[src/rtl/lti_params.svh]
// Constants of the light threshold interrupt block: offsets, fields, resets, counts
// Assumes inclusion by bare name from every design file that needs them
//
// What this block does
// - Interrupt mode field selects interrupt behaviour.
// - Control value zero disables all interrupts.
// - Flag results above upper or below lower.
// - Compare only the channel the source selects.
// - Interrupt after persistence count of consecutive crossings.
// - Level and alert styles hold line low.
// - Command clear field 11b releases level interrupt.
// - Alert response releases alert-style interrupt only.
// - Persistence zero interrupts after every conversion.
// - End-of-conversion mode ignores both thresholds.
// - Mode 11 asserts interrupt at once, test.
// - Thresholds written as words, low byte first.
// - Command B0h word read returns channel one.
// - Device answers one of three target addresses.
// - Byte 24h to control selects alert, persistence.
// - Interrupt line open drain, only pulled low.
`ifndef LTI_PARAMS_SVH
`define LTI_PARAMS_SVH

////////////////////////////////////////////////////////////////////////////////
// Register offsets inside the device
`define LTI_REG_CTRL    5'h02
`define LTI_REG_SRC     5'h03
`define LTI_REG_THLO_L  5'h08
`define LTI_REG_THLO_H  5'h09
`define LTI_REG_THHI_L  5'h0A
`define LTI_REG_THHI_H  5'h0B
`define LTI_REG_DATA    5'h10
`define LTI_DATA_MASK   5'h18

////////////////////////////////////////////////////////////////////////////////
// Command byte and control register fields
`define LTI_CMD_BIT     7
`define LTI_TR_HI       6
`define LTI_TR_LO       5
`define LTI_TR_WORD     2'h1
`define LTI_TR_CLR      2'h3
`define LTI_MODE_HI     5
`define LTI_MODE_LO     4
`define LTI_PERS_HI     2
`define LTI_PERS_LO     0
`define LTI_MODE_OFF    2'h0
`define LTI_MODE_LEVEL  2'h1
`define LTI_MODE_ALERT  2'h2
`define LTI_MODE_TEST   2'h3
`define LTI_PERS_EOC    3'h0

////////////////////////////////////////////////////////////////////////////////
// Addresses and reset values
`define LTI_ADDR_A      7'h39
`define LTI_ADDR_B      7'h29
`define LTI_ADDR_C      7'h49
`define LTI_ARA_ADDR    7'h0C
`define LTI_CTRL_RST    8'h00
`define LTI_SRC_RST     8'h00
`define LTI_THLO_RST    16'h0000
`define LTI_THHI_RST    16'hFFFF

////////////////////////////////////////////////////////////////////////////////
// Persistence counts in conversions per code, and host answer wait
`define LTI_PCNT_1      7'h01
`define LTI_PCNT_2      7'h02
`define LTI_PCNT_3      7'h05
`define LTI_PCNT_4      7'h19
`define LTI_PCNT_5      7'h32
`define LTI_PCNT_6      7'h4B
`define LTI_PCNT_7      7'h64
`define LTI_RSP_WAIT    2

`endif

[src/rtl/lti_pkg.sv]
// Types of the light threshold interrupt block: state records and enumerations
// Assumes compilation before the interface and all modules
package lti_pkg;

  // Host requests
  typedef enum logic [2:0]
  {
    lti_op_wr_byte = 3'h0,
    lti_op_wr_word = 3'h1,
    lti_op_rd_byte = 3'h2,
    lti_op_rd_word = 3'h3,
    lti_op_int_clr = 3'h4,
    lti_op_alert   = 3'h5
  } lti_op_t;

  // Host sequencer states, one-hot
  typedef enum logic [8:0]
  {
    lti_hs_idle  = 9'h001,
    lti_hs_addr  = 9'h002,
    lti_hs_cmd   = 9'h004,
    lti_hs_d0    = 9'h008,
    lti_hs_d1    = 9'h010,
    lti_hs_raddr = 9'h020,
    lti_hs_r0    = 9'h040,
    lti_hs_r1    = 9'h080,
    lti_hs_stop  = 9'h100
  } lti_hstate_t;

  // Device state
  typedef struct packed
  {
    logic        sel;
    logic        rd;
    logic        ara;
    logic        cmd_seen;
    logic        word;
    logic [4:0]  ptr;
    logic [7:0]  ctrl;
    logic [7:0]  src;
    logic [15:0] th_lo;
    logic [15:0] th_hi;
    logic [63:0] data;
    logic        int_act;
    logic        ack;
    logic        rvalid;
    logic [7:0]  rbyte;
  } lti_dev_t;

  // Persistence filter state
  typedef struct packed
  {
    logic [6:0] cnt;
    logic       trig;
  } lti_pers_t;

  // Host state
  typedef struct packed
  {
    lti_hstate_t st;
    logic        wt;
    logic [1:0]  tmo;
    lti_op_t     op;
    logic [6:0]  addr;
    logic [7:0]  cmd;
    logic [15:0] wdata;
    logic        stb;
    logic        start;
    logic        stop;
    logic        rreq;
    logic [7:0]  wbyte;
    logic        busy;
    logic        done;
    logic        nack;
    logic [15:0] rdata;
    logic        irq;
  } lti_host_t;

endpackage : lti_pkg

[src/rtl/lti_link_if.sv]
// Byte link between host and device, with the shared interrupt line
// Assumes a pull-up on the interrupt line, modelled by the resolution below
interface lti_link_if;

  logic       stb;
  logic       start;
  logic       stop;
  logic       rreq;
  logic [7:0] wbyte;
  logic       ack;
  logic       rvalid;
  logic [7:0] rbyte;
  logic       int_o;
  logic       int_oe;
  logic       int_n;

  // Wired-AND line: low only while the device enables a low drive
  assign int_n = !(int_oe && !int_o);

  modport dev
  (
    input  stb, start, stop, rreq, wbyte,
    output ack, rvalid, rbyte, int_o, int_oe
  );

  modport host
  (
    output stb, start, stop, rreq, wbyte,
    input  ack, rvalid, rbyte, int_n
  );

endinterface : lti_link_if

[src/rtl/lti_device.sv]
// Device end: registers, interrupt modes and open-drain interrupt of the sensor
// Assumes the host frames transfers on lti_link_if and conversions come from outside
`include "lti_params.svh"
module lti_device
  import lti_pkg::*;
#(
  parameter logic [6:0] DEV_ADDR = `LTI_ADDR_A
)
(
  input  wire logic        clk,
  input  wire logic        rst_n,
  lti_link_if.dev          link,
  input  wire logic        conv_done,
  input  wire logic [63:0] conv_data,
  output logic             int_active,
  output logic [7:0]       int_ctrl
);

  // Upper threshold resets to all ones so no crossing fires before setup
  localparam lti_dev_t DEV_RST = '{
    ctrl:    `LTI_CTRL_RST,
    src:     `LTI_SRC_RST,
    th_lo:   `LTI_THLO_RST,
    th_hi:   `LTI_THHI_RST,
    default: '0
  };

  ////////////////////////////////////////////////////////////////////////////
  // Refuse a target address the block cannot answer at
  if (DEV_ADDR != `LTI_ADDR_A && DEV_ADDR != `LTI_ADDR_B && DEV_ADDR != `LTI_ADDR_C)
  begin : g_bad_addr
    $error("DEV_ADDR must be one of the three target addresses");
  end

  // Working copies of the state record and decoded fields
  lti_dev_t    s_q;
  lti_dev_t    s_d;
  logic [1:0]  mode;
  logic [1:0]  mode_new;
  logic [1:0]  tr;
  logic        clr;
  logic        trig;
  logic        cmp_en;
  logic [15:0] chan_val;

  ////////////////////////////////////////////////////////////////////////////
  // Register read: unmapped offsets read as zero
  // A word read walks the pointer, so data offsets read low byte then high
  function automatic logic [7:0] reg_read(input lti_dev_t s, input logic [4:0] a);
    logic [7:0] v;
    v = 8'h00;
    if (a == `LTI_REG_CTRL)
      v = s.ctrl;
    else if (a == `LTI_REG_SRC)
      v = s.src;
    else if (a == `LTI_REG_THLO_L)
      v = s.th_lo[7:0];
    else if (a == `LTI_REG_THLO_H)
      v = s.th_lo[15:8];
    else if (a == `LTI_REG_THHI_L)
      v = s.th_hi[7:0];
    else if (a == `LTI_REG_THHI_H)
      v = s.th_hi[15:8];
    else if ((a & `LTI_DATA_MASK) == `LTI_REG_DATA)
      v = s.data[{a[2:0], 3'h0} +: 8];
    return v;
  endfunction : reg_read

  ////////////////////////////////////////////////////////////////////////////
  // Register write: data registers are read only, others ignored
  // Thresholds take each byte as it arrives, so a cut word keeps the old high byte
  function automatic lti_dev_t reg_write(input lti_dev_t s, input logic [4:0] a,
                                         input logic [7:0] b);
    lti_dev_t r;
    r = s;
    unique case (a)
      `LTI_REG_CTRL:   r.ctrl = b;
      `LTI_REG_SRC:    r.src = b;
      `LTI_REG_THLO_L: r.th_lo[7:0] = b;
      `LTI_REG_THLO_H: r.th_lo[15:8] = b;
      `LTI_REG_THHI_L: r.th_hi[7:0] = b;
      `LTI_REG_THHI_H: r.th_hi[15:8] = b;
      default:         r = s;
    endcase
    return r;
  endfunction : reg_write

  ////////////////////////////////////////////////////////////////////////////
  // Channel chosen by the source register feeds the comparison
  assign mode     = s_q.ctrl[`LTI_MODE_HI:`LTI_MODE_LO];
  assign chan_val = conv_data[{s_q.src[1:0], 4'h0} +: 16];
  assign cmp_en   = (mode == `LTI_MODE_LEVEL) || (mode == `LTI_MODE_ALERT);

  // Filter only counts while a threshold style is active, never off or in test
  lti_persist u_persist
  (
    .clk    (clk),
    .rst_n  (rst_n),
    .en     (cmp_en),
    .sample (conv_done),
    .value  (chan_val),
    .th_lo  (s_q.th_lo),
    .th_hi  (s_q.th_hi),
    .code   (s_q.ctrl[`LTI_PERS_HI:`LTI_PERS_LO]),
    .trig   (trig)
  );

  ////////////////////////////////////////////////////////////////////////////
  // Link handling, register access and interrupt state
  // Acknowledge and read valid are one-cycle pulses, the cycle after the strobe or read request
  always_comb
  begin
    s_d = s_q;
    s_d.ack = 1'b0;
    s_d.rvalid = 1'b0;
    clr = 1'b0;
    tr = link.wbyte[`LTI_TR_HI:`LTI_TR_LO];
    // Address byte opens a frame, repeated start keeps the pointer
    if (link.stb && link.start)
    begin
      s_d.sel = (link.wbyte[7:1] == DEV_ADDR);
      s_d.rd = link.wbyte[0];
      s_d.cmd_seen = 1'b0;
      s_d.ara = (link.wbyte[7:1] == `LTI_ARA_ADDR) && link.wbyte[0] &&
                s_q.int_act && (mode == `LTI_MODE_ALERT);
      s_d.ack = s_d.sel || s_d.ara;
    end
    // Command byte, then data bytes of a write
    else if (link.stb && s_q.sel && !s_q.rd)
    begin
      s_d.ack = 1'b1;
      if (!s_q.cmd_seen)
      begin
        s_d.cmd_seen = 1'b1;
        if (link.wbyte[`LTI_CMD_BIT])
        begin
          s_d.word = (tr == `LTI_TR_WORD);
          s_d.ptr = link.wbyte[4:0];
          clr = (tr == `LTI_TR_CLR) && (mode == `LTI_MODE_LEVEL);
        end
      end
      else
      begin
        s_d = reg_write(s_d, s_q.ptr, link.wbyte);
        s_d.ptr = s_q.ptr + {4'h0, s_q.word};
      end
    end
    // Register read, low byte first on a word
    else if (link.rreq && s_q.sel && s_q.rd)
    begin
      s_d.rvalid = 1'b1;
      s_d.rbyte = reg_read(s_q, s_q.ptr);
      s_d.ptr = s_q.ptr + {4'h0, s_q.word};
    end
    // Alert response returns our address and releases the line
    // Only answered while our interrupt is pending in alert style
    else if (link.rreq && s_q.ara)
    begin
      s_d.rvalid = 1'b1;
      s_d.rbyte = {DEV_ADDR, 1'b0};
      s_d.ara = 1'b0;
      clr = 1'b1;
    end
    // Stop ends the frame; a new address byte is needed before more access
    if (link.stop)
    begin
      s_d.sel = 1'b0;
      s_d.ara = 1'b0;
    end
    // Latest conversion result of all channels
    if (conv_done)
      s_d.data = conv_data;
    // Interrupt state per mode; a trigger beats a same-cycle clear
    // A trigger while off or in test is dropped, as the filter is gated
    mode_new = s_d.ctrl[`LTI_MODE_HI:`LTI_MODE_LO];
    case (mode_new)
      `LTI_MODE_OFF:  s_d.int_act = 1'b0;
      `LTI_MODE_TEST: s_d.int_act = 1'b1;
      default:
      begin
        if (trig && cmp_en)
          s_d.int_act = 1'b1;
        else if (clr)
          s_d.int_act = 1'b0;
      end
    endcase
  end

  // State register
  // Reset leaves control at zero, so no interrupt until the host sets a mode
  always_ff @(posedge clk or negedge rst_n)
  begin
    if (!rst_n)
      s_q <= DEV_RST;
    else
      s_q <= s_d;
  end

  ////////////////////////////////////////////////////////////////////////////
  // Outputs: line only ever pulled low
  // The board pull-up sets the idle level of the shared interrupt line
  assign link.ack    = s_q.ack;
  assign link.rvalid = s_q.rvalid;
  assign link.rbyte  = s_q.rbyte;
  assign link.int_o  = 1'b0;
  assign link.int_oe = s_q.int_act;
  assign int_active  = s_q.int_act;
  assign int_ctrl    = s_q.ctrl;

endmodule : lti_device

[src/rtl/lti_persist.sv]
// Persistence filter: qualifies threshold crossings of one channel
// Assumes sample pulses once per finished conversion with value valid
`include "lti_params.svh"
module lti_persist
  import lti_pkg::*;
(
  input  wire logic        clk,
  input  wire logic        rst_n,
  input  wire logic        en,
  input  wire logic        sample,
  input  wire logic [15:0] value,
  input  wire logic [15:0] th_lo,
  input  wire logic [15:0] th_hi,
  input  wire logic [2:0]  code,
  output logic             trig
);

  lti_pers_t  p_q;
  lti_pers_t  p_d;
  logic [6:0] need;

  ////////////////////////////////////////////////////////////////////////////
  // Conversions a crossing must last for each code
  always_comb
  begin
    case (code)
      3'h1:    need = `LTI_PCNT_1;
      3'h2:    need = `LTI_PCNT_2;
      3'h3:    need = `LTI_PCNT_3;
      3'h4:    need = `LTI_PCNT_4;
      3'h5:    need = `LTI_PCNT_5;
      3'h6:    need = `LTI_PCNT_6;
      3'h7:    need = `LTI_PCNT_7;
      default: need = `LTI_PCNT_1;
    endcase
  end

  ////////////////////////////////////////////////////////////////////////////
  // Count uninterrupted crossings, one trigger pulse per full run
  always_comb
  begin
    p_d = p_q;
    p_d.trig = 1'b0;
    if (!en)
    begin
      p_d.cnt = 7'h00;
    end
    else if (sample)
    begin
      if (code == `LTI_PERS_EOC)
      begin
        p_d.trig = 1'b1;
      end
      else if (value > th_hi || value < th_lo)
      begin
        if (p_q.cnt + 7'h01 >= need)
        begin
          p_d.trig = 1'b1;
          p_d.cnt = 7'h00;
        end
        else
        begin
          p_d.cnt = p_q.cnt + 7'h01;
        end
      end
      else
      begin
        p_d.cnt = 7'h00;
      end
    end
  end

  // State register
  always_ff @(posedge clk or negedge rst_n)
  begin
    if (!rst_n)
      p_q <= '0;
    else
      p_q <= p_d;
  end

  assign trig = p_q.trig;

endmodule : lti_persist

[src/flat_wrapper.sv]
// flat-port wrapper written by rule: the top's interface ports become plain ports
module lti_device_flat import lti_pkg::*;
#(
  parameter logic [6:0] DEV_ADDR = `LTI_ADDR_A
)
  (clk, rst_n, conv_done, conv_data, int_active, int_ctrl, link_stb, link_start, link_stop, link_rreq, link_wbyte, link_ack, link_rvalid, link_rbyte, link_int_o, link_int_oe);
  lti_link_if link_i ();
  input  wire logic clk;
  input  wire logic rst_n;
  input  wire logic conv_done;
  input  wire logic [63:0] conv_data;
  output logic int_active;
  output logic [7:0] int_ctrl;
  input wire logic [$bits(link_i.stb)-1:0] link_stb;
  input wire logic [$bits(link_i.start)-1:0] link_start;
  input wire logic [$bits(link_i.stop)-1:0] link_stop;
  input wire logic [$bits(link_i.rreq)-1:0] link_rreq;
  input wire logic [$bits(link_i.wbyte)-1:0] link_wbyte;
  output wire logic [$bits(link_i.ack)-1:0] link_ack;
  output wire logic [$bits(link_i.rvalid)-1:0] link_rvalid;
  output wire logic [$bits(link_i.rbyte)-1:0] link_rbyte;
  output wire logic [$bits(link_i.int_o)-1:0] link_int_o;
  output wire logic [$bits(link_i.int_oe)-1:0] link_int_oe;
  assign link_i.stb = link_stb;
  assign link_i.start = link_start;
  assign link_i.stop = link_stop;
  assign link_i.rreq = link_rreq;
  assign link_i.wbyte = link_wbyte;
  assign link_ack = link_i.ack;
  assign link_rvalid = link_i.rvalid;
  assign link_rbyte = link_i.rbyte;
  assign link_int_o = link_i.int_o;
  assign link_int_oe = link_i.int_oe;
  lti_device #(.DEV_ADDR(DEV_ADDR)) u_core (.clk(clk), .rst_n(rst_n), .link(link_i), .conv_done(conv_done), .conv_data(conv_data), .int_active(int_active), .int_ctrl(int_ctrl));
endmodule
[config.mk]
export PLATFORM = sky130hd
export DESIGN_NAME = lti_device_flat
export DESIGN_NICKNAME = d
export VERILOG_FILES = /design/src/rtl/lti_pkg.sv /design/src/rtl/lti_link_if.sv /design/src/rtl/lti_device.sv /design/src/rtl/lti_persist.sv /design/src/flat_wrapper.sv
export VERILOG_INCLUDE_DIRS = /design/src /design/src/rtl
export SDC_FILE = /design/constraint.sdc
export NUM_CORES = 1
export LEC_CHECK = 0
export ABC_CLOCK_PERIOD_IN_PS = 4000
export BUFFER_PORTS_ARGS = -buffer_cell sky130_fd_sc_hd__buf_2
export CAP_MARGIN = 0
export CORE_MARGIN = 2
export CORE_UTILIZATION = 35
export DETAILED_ROUTE_END_ITERATION = 7
export GPL_TIMING_DRIVEN = 0
export PLACE_DENSITY_LB_ADDON = 0.08
export SLEW_MARGIN = 20
export SYNTH_ARGS = -nofsm -noshare
export SYNTH_HDL_FRONTEND = slang
export SYNTH_HIERARCHICAL = 1
export SYNTH_SLANG_ARGS = --single-unit
[constraint.sdc]
create_clock -name clk -period 4 [get_ports clk]
set_clock_uncertainty 0.05 [all_clocks]
set_input_delay 0.4 -clock clk [delete_from_list [all_inputs] [get_ports clk]]
set_output_delay 0.4 -clock clk [all_outputs]
set_load 0.01 [all_outputs]
; Yosys cells after proc, flatten, opt, wreduce, memory -nomap -nowiden
; Cells that the tools add are included.
[classes]
n_addsub = 2
order_cmp = 3
eq_ne = 25
shifts = 2
n_mux = 52
bitwise = 3
reduce_logical = 34
[op_table]
columns = cell, n
row1 = $mux 121, 1
row2 = $mux 112, 1
row3 = $mux 111, 1
row4 = $mux 8, 13
row5 = $mux 64, 1
row6 = $shiftx 64x7->16, 1
row7 = $shiftx 64x7->8, 1
row8 = $pmux 7 s6, 1
row9 = $mux 9, 4
row10 = $mux 7, 4
row11 = $reduce_and 4->1, 7
row12 = $eq 5x4->1 const B, 4
row13 = $mux 1, 18
row14 = $mux 6, 3
row15 = $gt 16x16->1, 1
row16 = $lt 16x16->1, 1
row17 = $eq 3x3->1 const B, 4
row18 = $logic_and 1x1->1, 11
row19 = $eq 5x2->1 const B, 2
row20 = $mux 5, 2
row21 = $ne 3x2->1 const B, 3
row22 = $reduce_and 3->1, 3
row23 = $eq 2x2->1 const B, 4
row24 = $reduce_bool 2->1, 4
row25 = other kinds (19), 26
[totals]
reg_bits = 141
out_inout_bits = 21
wordCells = 141

; Logic depth before layout (Yosys ltp)
; Gate-level depths: netlist of run 1.
[depth]
word_depth = 11
ltp_mapped = 12
ltp_nobuf = 11

; Hierarchy
; Netlist of run 1, hierarchy kept.
[modules_own_cells]
columns = module, n_inst, cells_each, area_each_um2, seq_area_each_um2
row1 = lti_device, 1, 519, 6869.1, 3348.2
row2 = lti_persist, 1, 188, 1423.9, 200.2

; Least setup slack after synthesis of run 1
; Ideal clock, no wire load.
[synth_path]
path_kind = register to register
startpoint = register u_core/s_q[107] in the netlist's numbering
endpoint = register u_core/u_persist/p_q[3] in the netlist's numbering
setup_time_ns = 0.125
t_arrival_ns = 2.831
slack_ns = 0.994
stages_incl_launch_ff = 11
synth_period_minus_slack_ns = 3.006
path_cell_list = dfrtp_1 -> buf_2 -> buf_2 -> mux4_2 -> ha_1 -> a21oi_1 -> nand2_1 -> a221o_1 -> o31a_2 -> o221ai_1 -> nand2_1
[synth_between]
elab_chain_len = 7
word_cells_on_any_way = 8
cone_classes = order compare: 2 / shift: 1 / mux: 4 / reduce/logical: 1
[synth_lines]
columns = item, line
row1 = from (decl), lti_device.sv:36  ; lti_dev_t s_q;
row2 = from (signal assigned), lti_device.sv:194  ; s_q <= DEV_RST;
row3 = from (signal assigned), lti_device.sv:196  ; s_q <= s_d;
row4 = $shiftx 64x7->16 (*), lti_device.sv:91  ; assign chan_val = conv_data[{s_q.src[1:0], 4'h0} +: 16];
row5 = net u_core.chan_val[14], lti_device.sv:44  ; logic [15:0] chan_val;
row6 = $gt 16x16->1 or $lt 16x16->1 (tied branches), lti_persist.sv:54  ; else if (value > th_hi || value < th_lo)
row7 = $logic_or 1x1->1 (*), lti_persist.sv:54
row8 = $mux 7 (*), lti_persist.sv:54
row9 = $mux 7 (*), lti_persist.sv:50  ; if (code == `LTI_PERS_EOC)
row10 = $mux 8 (*), lti_persist.sv:48  ; else if (sample)
row11 = $mux 7 (*), lti_persist.sv:44  ; if (!en)
row12 = to (signal assigned), lti_persist.sv:79  ; p_q <= p_d;
row13 = to (decl), lti_persist.sv:18  ; lti_pers_t p_q;
; The timed path passes the listed nets; every way through them passes the cells marked *. The select of a mux whose other input is x is not followed.
; A chain may end at the register's enable or synchronous reset.

==> flow_summary.rst, run 1 <==
.. list-table::
   :header-rows: 1

   * - Metric
     - Value
   * - Area of the core region
     - 0.02333 mm²
   * - Tightest slew margin relative to the limit
     - 0.3965
   * - Arrival time worst endpoint
     - roughly 4 ns
   * - Chip height
     - approximately 160 µm
   * - Port Buffers
     - 95
   * - Critical path launch point type
     - register
   * - Number of diodes added for antenna fixing
     - 0
   * - Sequential share of the synthesized area
     - 0.4279
   * - Die area
     - 0.02494 mm²
   * - Iteration-0 DRC count of the detailed router
     - ~420
   * - Part of the cycle the worst path needs
     - 0.9391
   * - Net count after synthesis
     - 830
   * - Main area contributors after synthesis
     - sky130_fd_sc_hd__dfrtp_1 38%, sky130_fd_sc_hd__mux2_2 15%, sky130_fd_sc_hd__mux4_2 7.9%
   * - Post-synth EDFFs
     - 0
   * - Global-route usage over all layers
     - 0.2057
   * - Most used standard cells in the synthesized netlist
     - 125 x sky130_fd_sc_hd__dfrtp_1, 112 x sky130_fd_sc_hd__mux2_2, 45 x sky130_fd_sc_hd__nand2_1, 44 x sky130_fd_sc_hd__ha_1, 41 x sky130_fd_sc_hd__inv_1
   * - # IOs
     - 100
   * - Worst-path cell chain
     - clkbuf_1 > mux4_2 > ha_1 > nand4_1 > nor4_2 > a21boi_2 > o31a_2 > nor2_4 > a211oi_2
   * - Number of rows created at floorplan
     - between 50 and 60
   * - Leak pwr
     - between 0.004 and 0.005 µW
   * - Fraction of registers with async set/reset
     - 1.000
   * - Via total after detailed routing
     - between 6000 and 7000
   * - Post-synth top flop
     - sky130_fd_sc_hd__dfrtp_1
   * - Netlist area before placement
     - ~0.0083 mm²
   * - Status
     - finished, final reports clean
   * - H-tree depth reported by CTS
     - 4
   * - ANT nets after route
     - 0
   * - Number of global-route vias before repair
     - 6282
   * - Kind of path behind the tightest hold check
     - primary input to register
   * - Fmax
     - approximately 270 MHz
   * - Count of warnings emitted by yosys
     - 6
   * - Initial antenna violation count
     - 0
   * - WL final
     - ~24000 µm
   * - Number of buffers between clock root and the deepest sink
     - 2
   * - Average detailed-routed wire length per instance
     - between 20 and 25 µm
   * - VDD IR max
     - 0.2018 mV
   * - Placed wire-length estimate
     - 18180 µm
   * - Synth top area share
     - 0.3772
   * - Ratio of cells with drive above 1 in the final layout
     - 0.4120
   * - DRC violations left
     - 0
   * - Critical path data required time
     - roughly 4.3 ns
   * - Post-synthesis sequential element count
     - roughly 140
   * - Average footprint of a synthesized cell
     - ~12 µm²
   * - Width of the chip
     - 157.9 µm
   * - Layout Cell Area excl Fill
     - between 0.009 and 0.01 mm²
   * - Count of nets after finishing
     - between 900 and 1000
   * - Initial standard-cell utilization of the core
     - 0.3554
   * - Detailed Routing Iterations Pass 1
     - 5
   * - Cell Area, Placed
     - a little over 0.009 mm²
   * - Cell with the most instances after synthesis
     - sky130_fd_sc_hd__dfrtp_1
   * - Worst setup EP type
     - register
   * - Area growth from synthesis to layout
     - 18.15%
   * - Total number of clock tree sinks
     - around 140
   * - Final setup fails
     - 0
   * - Worst hold slack across all endpoints
     - approximately 0.08 ns
   * - Number of hold-slack violations in the final timing report
     - 0
   * - Final setup TNS
     - 0 ns
   * - Gpl congestion
     - 0.8147
   * - Distinct cell type count of the synthesized netlist
     - 70
   * - Count of pins over their slew limit
     - 0
   * - Cell with the largest stage delay on the worst path
     - sky130_fd_sc_hd__dfrtp_1
   * - Post-cts repair resize count
     - 0
   * - Peak fanout along the critical path
     - 10
   * - Min Tclk post-route
     - ~3.8 ns
   * - RSZ-0062 raised after global routing
     - false
   * - Worst path max stage delay
     - 0.76 ns
   * - TritonCTS clock tree
     - done
   * - Clock slew at reported path FFs
     - ~0.07 ns
   * - Largest area contributor in the synthesized netlist
     - sky130_fd_sc_hd__dfrtp_1
   * - GRT overflow
     - 0
   * - Slew at the pin closest to its max-slew limit
     - between 0.9 and 1 ns
   * - Routed via count divided by cell count
     - 5.226
   * - Clock latency at the later pin of the worst-skew pair
     - 0.43 ns
   * - Cts bufs inserted
     - 17
   * - Clock Tree Root
     - sky130_fd_sc_hd__clkbuf_16
   * - Synthesized netlist cell count
     - 707
   * - Max Cap Viol
     - 0
   * - Power per Cell Area
     - approximately 350 mW/mm²
   * - First-pass GRT wire length
     - roughly 37000 µm
   * - Largest net degree at the start of global routing
     - 84
   * - Crit Path Class
     - register to register
==> cells by family (layout without fill, tap and decap cells) <==
logic type / Yosys count / after routing / synth area share
muxes: 151 / 151 / 0.2429
adders and majority gates: 44 / 44 / 0.06639
buffers and inverters: 94 / 222 / 0.05763
xor gates and xnor gates: 4 / 4 / 0.004225
DFF: 141 / 141 / 0.4279
AOI/OAI and AO/OA: 124 / 124 / 0.1008
and+or+nand+nor: 148 / 148 / 0.09973
other: 1 / 1 / 0.0004522
==> through the flow <==
step                utilization  instances  power, µW  setup WS [ns]
finish                   0.4199       1154       3421         0.2437
global route             0.4199       1154       3579        0.05278
global placement         0.3929       1121       1849        0.03701
CTS                      0.4201       1155       3471        0.02242
detailed placement       0.3945       1122       1865        0.01231
floorplan                     -        707       1709         0.9940
==> layout make-up <==
type	instances	area, µm²
buffer	51	316.6
multi-input combinational	472	4267
clock buffer	18	439.2
timing repair buffer	97	523.0
tap	319	399.1
clock inverter	14	147.6
fill	2280	13530
sequential	141	3548
inverter	42	157.7
==> flip-flops by register name (all words and copies together) (netlist names) <==
register	cells
u_core/link.rvalid	1
u_core/link.rbyte	8
u_core/u_persist/p_q	7
u_core/s_q	114
u_core/link.ack	1
u_core/int_ctrl	8
u_core/u_persist/trig	1
u_core/int_active	1
==> worst paths after layout <==
path / startpoint / endpoint / slack (ns) / cells past startpoint
worst min-delay path: link_stop / u_core/s_q[132] / 0.08 / 2
worst max-delay path: u_core/s_q[108] / u_core/u_persist/trig / 0.24 / 9
max in group asynchronous: rst_n / u_core/s_q[89] / 2.68 / 3
worst min register to register: u_core/s_q[88] / u_core/s_q[88] / 0.45 / 2
worst max register to register: u_core/s_q[108] / u_core/u_persist/trig / 0.24 / 9
min in group asynchronous: rst_n / u_core/u_persist/p_q[6] / 0.43 / 2
==> layer usage <==
metal | share of wire | vias up | global-route usage
met5 | 0 | - | 0
met4 | 0.011 | 0 | 0.04547
met3 | 0.054 | 21 | 0.04736
met2 | 0.46 | 172 | 0.3265
met1 | 0.47 | 3028 | 0.2876
li1 | - | 2810 | -
==> worst max-delay path, delay by kind of cell (launching register included) <==
family	cells	cell delay, ns
AO/OA/AOI/OAI	3	0.72
adder cells (fa/ha/maj)	1	0.36
buffers and inverters	1	0.58
flip-flops	1	0.76
multiplexers	1	0.48
AND/OR/NAND/NOR	3	0.70
==> timing repair <==
action | in CTS | in global routing
setup endpoints to repair | 0 | 7
hold endpoints to repair | 48 | 0
hold buffers | 1 | 0
buffers inserted | 0 | 0
==> power breakdown <==
group / switching (µW) / leakage [µW] / internal, µW / total (µW)
logic: 156 / 0.00224 / 151 / 307
clock network: 687 / 0.000281 / 897 / 1580
registers: 36.0 / 0.00176 / 1490 / 1530
==> cell usage in the layout (no fill, tap or decap), types with 6 or more instances in the layout <==
cell | synthesis | routed
sky130_fd_sc_hd__and2_1 | 7 | 7
sky130_fd_sc_hd__dfstp_2 | 16 | 16
sky130_fd_sc_hd__inv_6 | 0 | 6
sky130_fd_sc_hd__a21oi_1 | 19 | 19
sky130_fd_sc_hd__ha_1 | 44 | 44
sky130_fd_sc_hd__a21o_1 | 6 | 6
sky130_fd_sc_hd__clkbuf_1 | 15 | 14
sky130_fd_sc_hd__buf_4 | 22 | 22
sky130_fd_sc_hd__o21ai_0 | 29 | 29
sky130_fd_sc_hd__o21ai_1 | 9 | 9
sky130_fd_sc_hd__nor2b_1 | 9 | 9
sky130_fd_sc_hd__nand2b_1 | 8 | 8
sky130_fd_sc_hd__buf_2 | 10 | 104
sky130_fd_sc_hd__inv_1 | 41 | 41
sky130_fd_sc_hd__mux2_2 | 112 | 112
sky130_fd_sc_hd__nor3_1 | 7 | 7
sky130_fd_sc_hd__a31oi_1 | 9 | 9
sky130_fd_sc_hd__mux4_2 | 29 | 29
sky130_fd_sc_hd__nand3_1 | 13 | 13
sky130_fd_sc_hd__nand2_1 | 45 | 45
sky130_fd_sc_hd__mux2i_1 | 10 | 10
sky130_fd_sc_hd__nor2_1 | 23 | 23
sky130_fd_sc_hd__clkbuf_16 | 0 | 17
sky130_fd_sc_hd__dfrtp_1 | 125 | 125
(Power assumes the default switching activity.)
==> inputs of run 2 (changes only) <==
CTS_BUF_LIST = sky130_fd_sc_hd__clkbuf_16   (was not set)
SLEW_MARGIN = not set   (was 20)
==> run 2 against run 1 <==
Net effect: total power shrank 0.24%; clock-buffer cell count shrank 1; sequential cell count is the same.
==> flow_summary.rst, run 2 (synthesis results as in run 1) <==
.. list-table::
   :header-rows: 1

   * - Metric
     - Value
   * - Total Power
     - between 3000 and 4000 µW
   * - Width of the chip
     - 157.9 µm
   * - First-pass GRT wire length
     - roughly 38000 µm
   * - Worst path max stage delay
     - 0.77 ns
   * - Register bank with the most flops
     - u_core/s_q
   * - Min setup slack post-route
     - roughly 0.18 ns
   * - Placed wire-length estimate
     - 18160 µm
   * - DRC violations left
     - 0
   * - GRT overflow
     - 0
   * - Arrival time worst endpoint
     - ~4.1 ns
   * - Area of the core region
     - between 0.02 and 0.025 mm²
   * - Cts bufs inserted
     - 17
   * - Clock power frac
     - 0.462
   * - Global-route usage over all layers
     - 0.2057
   * - Iteration-0 DRC count of the detailed router
     - roughly 410
   * - Average detailed-routed wire length per instance
     - roughly 21 µm
   * - H-tree depth reported by CTS
     - 4
   * - Detailed Routing Iterations Pass 1
     - 7
   * - Critical path launch point type
     - register
   * - Clock slew at reported path FFs
     - roughly 0.060 ns
   * - Chip height
     - about 160 µm
   * - Final setup fails
     - 0
   * - Total number of clock tree sinks
     - around 140
   * - Worst setup EP type
     - register
   * - Worst-path cell chain
     - clkbuf_1 > mux4_2 > ha_1 > nand4_1 > nor4_2 > a21boi_2 > o31a_2 > nor2_4 > a211oi_2
   * - Part of the cycle the worst path needs
     - 0.9551
   * - Max FFs per register
     - between 100 and 150
   * - Number of rows created at floorplan
     - 56
   * - Number of diodes added for antenna fixing
     - 0
   * - Ratio of cells with drive above 1 in the final layout
     - 0.4108
   * - Number of buffers between clock root and the deepest sink
     - 2
   * - Number of global-route vias before repair
     - 6255
   * - Switching part of the total power
     - 0.2606
   * - Count of pins over their slew limit
     - 0
   * - Area growth from synthesis to layout
     - 18.00%
   * - Status
     - finished, final reports clean
   * - Die area
     - roughly 0.025 mm²
   * - Number of hold-slack violations in the final timing report
     - 0
   * - Initial antenna violation count
     - 0
   * - Kind of path behind the tightest hold check
     - primary input to register
   * - Min Tclk post-route
     - about 3.8 ns
   * - WL final
     - between 20000 and 25000 µm
   * - Leading cell types in the layout, fill and taps excluded
     - 125 x sky130_fd_sc_hd__dfrtp_1, 112 x sky130_fd_sc_hd__mux2_2, 104 x sky130_fd_sc_hd__buf_2
   * - Setup repair bufs after CTS
     - 0
   * - Leak pwr
     - about 0.0043 µW
   * - Count of nets after finishing
     - 945
   * - ANT nets after route
     - 0
   * - Cell family with most CP delay
     - flip-flops
   * - Gpl congestion
     - around 0.8
   * - Internal power component
     - roughly 2500 µW
   * - Switching Power
     - 889.6 µW
   * - Cell with the largest stage delay on the worst path
     - sky130_fd_sc_hd__dfrtp_1
   * - TritonCTS clock tree
     - done
   * - Via total after detailed routing
     - between 6000 and 7000
   * - Most frequent standard cell in the layout excluding fill and tap cells
     - sky130_fd_sc_hd__dfrtp_1
   * - Port Buffers
     - 95
   * - Peak fanout along the critical path
     - 10
   * - Fill cell total of the finished layout
     - 2306
   * - Routed via count divided by cell count
     - 5.263
   * - Largest net degree at the start of global routing
     - 84
   * - Clock Tree Root
     - sky130_fd_sc_hd__clkbuf_16
   * - Critical path data required time
     - approximately 4.3 ns
   * - Tightest slew margin relative to the limit
     - 0.3897
   * - Setup Slack @ Placement
     - about 0.030 ns
   * - Part of the power in combinational logic
     - 0.090
   * - Slew at the pin closest to its max-slew limit
     - ~0.9 ns
   * - Initial standard-cell utilization of the core
     - 0.3554
   * - Power share of the sequential group
     - 0.448
   * - # IOs
     - 100
   * - RSZ-0062 raised after global routing
     - false
   * - Final setup TNS
     - 0 ns
   * - Crit Path Class
     - register to register
   * - Power per Cell Area
     - 348.8 mW/mm²
   * - Number of buffers and inverters on the critical path
     - 1
   * - Max Cap Viol
     - 0
   * - Fmax
     - ~260 MHz
   * - Clock latency at the later pin of the worst-skew pair
     - around 0.43 ns
   * - VDD IR max
     - between 0.2 and 0.25 mV
## run 2: per-layer routing
| metal | track usage | wire (µm) | part of all wire |
|---|---|---|---|
| met3 | 0.03887 | 1234 | 0.051 |
| met1 | 0.2912 | 11510 | 0.48 |
| met2 | 0.3226 | 11080 | 0.46 |
| met4 | 0.05792 | 395 | 0.016 |
| met5 | 0 | 0 | 0 |
## run 2: layout make-up
class | instances | area [µm²] | share of cell area
multi-input combinational | 472 | 4267 | 0.4360
inverter | 42 | 157.7 | 0.01611
tap | 319 | 399.1 | 0.04079
clock buffer | 17 | 425.4 | 0.04347
timing repair buffer | 97 | 519.2 | 0.05306
buffer | 51 | 316.6 | 0.03235
sequential | 141 | 3548 | 0.3626
clock inverter | 15 | 152.6 | 0.01560
## run 2: power groups by stage
stage	logic [µW]	registers (µW)	clock network (µW)
6_report	307	1530	1580
5_1_grt	336	1540	1690
3_3_place_gp	298	1550	0
3_5_place_dp	309	1560	0
2_1_floorplan	167	1540	0
4_1_cts	311	1530	1620
## run 2: final timing paths
check	start	to	slack (ns)	depth (start not counted)
max	u_core/s_q[108]	u_core/u_persist/trig	0.18	9
min in group asynchronous	rst_n	u_core/u_persist/p_q[6]	0.46	2
max in group asynchronous	rst_n	u_core/s_q[81]	2.59	3
min	link_stop	u_core/s_q[132]	0.09	2
max reg2reg	u_core/s_q[108]	u_core/u_persist/trig	0.18	9
min reg2reg	u_core/s_q[88]	u_core/s_q[88]	0.45	2
## run 2: stage by stage
step	hold slack, ns	instance area, µm²	util	cells
floorplan	0.05441	8293	-	707
global placement	0.4324	9168	0.3929	1121
CTS	0.06443	9786	0.4194	1154
detailed placement	0.3576	9201	0.3944	1122
global route	0.08549	9786	0.4194	1154
finish	0.08653	9786	0.4194	1154
## run 2: what timing repair did
action | CTS | global route
hold buffers | 1 | 0
setup endpoints to repair | 1 | 0
gates resized for setup | 0 | 0
endpoints found under the hold margin | 48 | 0
==> inputs of run 3 (changes only) <==
ABC_AREA = 1   (was not set)
==> run 3 against run 2 <==
Net effect: critical endpoint is now u_core/u_persist/p_q[1]; sequential share of layout area decreased by 0.17 points; via count grew 23%; first-iteration DRC count increased by 78%; highest routed layer unchanged; global-route usage grew 2.5 points; fmax up 10%; hold slack lost 0.0012 ns; final area increased by 0.47%; synthesized cell count grew 50%; sequential cell count unchanged; critical path depth up 9; final cell count rose by 31%.
==> flow_summary.rst, run 3 <==
.. list-table::
   :header-rows: 1

   * - Metric
     - Value
   * - Count of warnings emitted by yosys
     - 6
   * - Most used standard cells in the synthesized netlist
     - 267 x sky130_fd_sc_hd__nand2_1, 125 x sky130_fd_sc_hd__dfrtp_1, 123 x sky130_fd_sc_hd__o21ai_0, 112 x sky130_fd_sc_hd__inv_1, 92 x sky130_fd_sc_hd__nor2_1
   * - Number of rows created at floorplan
     - 56
   * - Cell Area, Placed
     - ~0.0092 mm²
   * - Netlist area before placement
     - around 0.0083 mm²
   * - Part of the power in combinational logic
     - 0.097
   * - Final setup fails
     - 0
   * - Average detailed-routed wire length per instance
     - approximately 18 µm
   * - Most frequent cell on the critical path
     - sky130_fd_sc_hd__nand2_1
   * - Internal power component
     - about 2500 µW
   * - Post-cts repair resize count
     - 0
   * - WL final
     - 27620 µm
   * - Non-Filler Instances
     - around 1500
   * - Synth top area share
     - 0.3768
   * - Worst setup EP type
     - register
   * - Clock latency at the later pin of the worst-skew pair
     - between 0.4 and 0.5 ns
   * - Peak fanout along the critical path
     - 10
   * - Number of buffers between clock root and the deepest sink
     - 2
   * - Slew at the pin closest to its max-slew limit
     - 0.9270 ns
   * - Synthesized netlist cell count
     - between 1000 and 1500
   * - Ratio of cells with drive above 1 in the final layout
     - 0.2085
   * - Fraction of registers with async set/reset
     - 1.000
   * - Cts bufs inserted
     - 17
   * - Area growth from synthesis to layout
     - 18.43%
   * - Min Tclk post-route
     - about 3.5 ns
   * - Max FFs per register
     - approximately 110
   * - Area of all sequential standard cells
     - 0.003548 mm²
   * - Clock slew at reported path FFs
     - roughly 0.07 ns
   * - Die area
     - ~0.025 mm²
   * - ANT nets after route
     - 0
   * - Worst-path cell chain
     - clkbuf_1 > inv_1 > clkbuf_1 > o21ai_0 > o22ai_1 > ha_1 > nand2_1 > inv_1 > nand2_1 > nand2_1 > nand2_1 > nand2_1 > nand2_1 > nand2_1 > nand2_1 > nand2_2 > nand3_1 > nand2_1
   * - Cell with the largest stage delay on the worst path
     - sky130_fd_sc_hd__o22ai_1
   * - Power share of the sequential group
     - 0.435
   * - Number of buffers and inverters on the critical path
     - 4
   * - Detailed Routing Iterations Pass 1
     - 5
   * - Kind of path behind the tightest hold check
     - primary input to register
   * - Width of the chip
     - ~160 µm
   * - DP Cell Count
     - 1480
   * - Max Cap Viol
     - 0
   * - Critical path launch point type
     - register
   * - Worst path max stage delay
     - ~0.5 ns
   * - Worst hold slack across all endpoints
     - 0.08536 ns
   * - GRT overflow
     - 0
   * - Initial standard-cell utilization of the core
     - 0.3547
   * - Leading cell types in the layout, fill and taps excluded
     - 267 x sky130_fd_sc_hd__nand2_1, 125 x sky130_fd_sc_hd__dfrtp_1, 123 x sky130_fd_sc_hd__o21ai_0
   * - Setup repair bufs after CTS
     - 0
   * - H-tree depth reported by CTS
     - 4
   * - Clock Tree Root
     - sky130_fd_sc_hd__clkbuf_16
   * - Clock power frac
     - 0.469
   * - Distinct cell type count of the synthesized netlist
     - 40
   * - RSZ-0062 raised after global routing
     - false
   * - Gpl congestion
     - ~0.80
   * - Crit Path Class
     - register to register
   * - Cell with the most instances after synthesis
     - sky130_fd_sc_hd__nand2_1
   * - Port Buffers
     - 98
   * - Arrival time worst endpoint
     - 3.73 ns
   * - # IOs
     - 100
   * - Main area contributors after synthesis
     - sky130_fd_sc_hd__dfrtp_1 38%, sky130_fd_sc_hd__nand2_1 12%, sky130_fd_sc_hd__o21ai_0 7.4%
   * - Count of pins over their slew limit
     - 0
   * - Largest area contributor in the synthesized netlist
     - sky130_fd_sc_hd__dfrtp_1
   * - Hold_buf cts
     - 1
   * - Iteration-0 DRC count of the detailed router
     - roughly 740
   * - Leak pwr
     - about 0.0048 µW
   * - Final setup TNS
     - 0 ns
   * - Number of diodes added for antenna fixing
     - 0
   * - Power per Cell Area
     - 355.2 mW/mm²
   * - Global-route usage over all layers
     - 0.2303
   * - Total number of clock tree sinks
     - approximately 140
   * - Placed wire-length estimate
     - ~20000 µm
   * - Average footprint of a synthesized cell
     - between 7 and 8 µm²
   * - Chip height
     - about 160 µm
   * - Most frequent standard cell in the layout excluding fill and tap cells
     - sky130_fd_sc_hd__nand2_1
   * - Initial antenna violation count
     - 0
   * - Post-synthesis sequential element count
     - 141
   * - Routed via count divided by cell count
     - approximately 4.9
   * - Number of hold-slack violations in the final timing report
     - 0
   * - Switching Power
     - approximately 980 µW
   * - Switching part of the total power
     - 0.2813
   * - Net count after synthesis
     - between 1000 and 1500
   * - Fill cell total of the finished layout
     - roughly 2500
   * - Largest net degree at the start of global routing
     - between 80 and 90
   * - Sequential share of the synthesized area
     - 0.4274
   * - First-pass GRT wire length
     - 42310 µm
   * - TritonCTS clock tree
     - done
   * - Tightest slew margin relative to the limit
     - 0.3797
   * - Register bank with the most flops
     - u_core/s_q
   * - Fmax
     - 289.2 MHz
   * - VDD IR max
     - 0.2147 mV
   * - Post-synth EDFFs
     - 0
   * - Area of the core region
     - ~0.023 mm²
   * - DRC violations left
     - 0
   * - Layout Cell Area excl Fill
     - slightly below 0.01 mm²
   * - Core occupancy in the finished layout
     - 0.4201
   * - Critical path data required time
     - 4.27 ns
   * - Cell family with most CP delay
     - buffers and inverters
   * - Post-synth top flop
     - sky130_fd_sc_hd__dfrtp_1
   * - Multi-input logic area
     - about 0.0040 mm²
   * - Count of nets after finishing
     - roughly 1300
   * - Part of the cycle the worst path needs
     - 0.8645
   * - Status
     - finished, final reports clean
   * - Number of global-route vias before repair
     - between 7000 and 8000
   * - Via total after detailed routing
     - 7465
[run 3: changes by cell type after synthesis, moves of 15 or more]
cell                      change
sky130_fd_sc_hd__a21oi_1     +28
sky130_fd_sc_hd__inv_1       +71
sky130_fd_sc_hd__mux2_2      -79
sky130_fd_sc_hd__mux4_2      -29
sky130_fd_sc_hd__nand2_1    +222
sky130_fd_sc_hd__nand3_1     +41
sky130_fd_sc_hd__nor2_1      +69
sky130_fd_sc_hd__o21ai_0     +94
sky130_fd_sc_hd__o22ai_1     +15
[run 3: power groups by stage]
| stage | Sequential [µW] | Clock (µW) | Combinational (µW) |
|---|---|---|---|
| after floorplan | 1540 | 0 | 177 |
| after global placement | 1540 | 0 | 332 |
| after detailed placement | 1540 | 0 | 338 |
| after CTS | 1520 | 1680 | 340 |
| after global routing | 1520 | 1720 | 382 |
| final | 1520 | 1640 | 338 |
[run 3: area by class of cell]
class,instances,area share
Clock inverter,15,0.01743
Multi-Input combinational cell,745,0.4071
Sequential cell,141,0.3609
Timing Repair Buffer,100,0.05434
Inverter,124,0.04734
Tap cell,319,0.04060
Buffer,52,0.02902
Clock buffer,17,0.04327
[run 3: metrics by stage]
stage               total power, µW  setup slack (ns)
finish                         3492            0.5421
global route                   3631            0.3088
CTS                            3533            0.6756
detailed placement             1881            0.7049
global placement               1874            0.1650
floorplan                      1714             1.808
[run 3: worst paths after layout]
kind	cells after the start	slack, ns	from	end
min in group asynchronous	2	0.43	rst_n	u_core/s_q[69]
max in group asynchronous	3	2.60	rst_n	u_core/s_q[81]
max	18	0.54	u_core/s_q[108]	u_core/u_persist/p_q[1]
min reg2reg	2	0.43	u_core/link.rbyte[7]	u_core/link.rbyte[7]
max reg2reg	18	0.54	u_core/s_q[108]	u_core/u_persist/p_q[1]
min	2	0.09	link_stop	u_core/s_q[132]
[run 3: worst register-to-register path: cells and delay by family (launching register included)]
kind	cells	cell delay, ns
AND/OR/NAND/NOR	11	0.78
AO/OA/AOI/OAI	2	0.68
buffers and inverters	4	1.15
flip-flops	1	0.36
adder cells (fa/ha/maj)	1	0.34
[run 3: cells by family (layout without fill, tap and decap cells)]
logic type                 after synthesis  count (layout)  share of synthesized area
other                                    1               1                  0.0004517
and+or+nand+nor                        451             451                     0.2300
buffers and inverters                  176             308                    0.09043
xor gates and xnor gates                 8               8                   0.009345
AOI/OAI and AO/OA                      208             208                     0.1313
muxes                                   33              33                    0.04476
DFF                                    141             141                     0.4274
adders and majority gates               44              44                    0.06632
[run 3: per-layer routing]
metal,global-route usage,share of wire,vias up
li1,-,-,3678
met1,0.3329,0.48,3571
met2,0.3534,0.45,188
met3,0.03367,0.054,28
met4,0.07593,0.019,0
met5,0,0,-
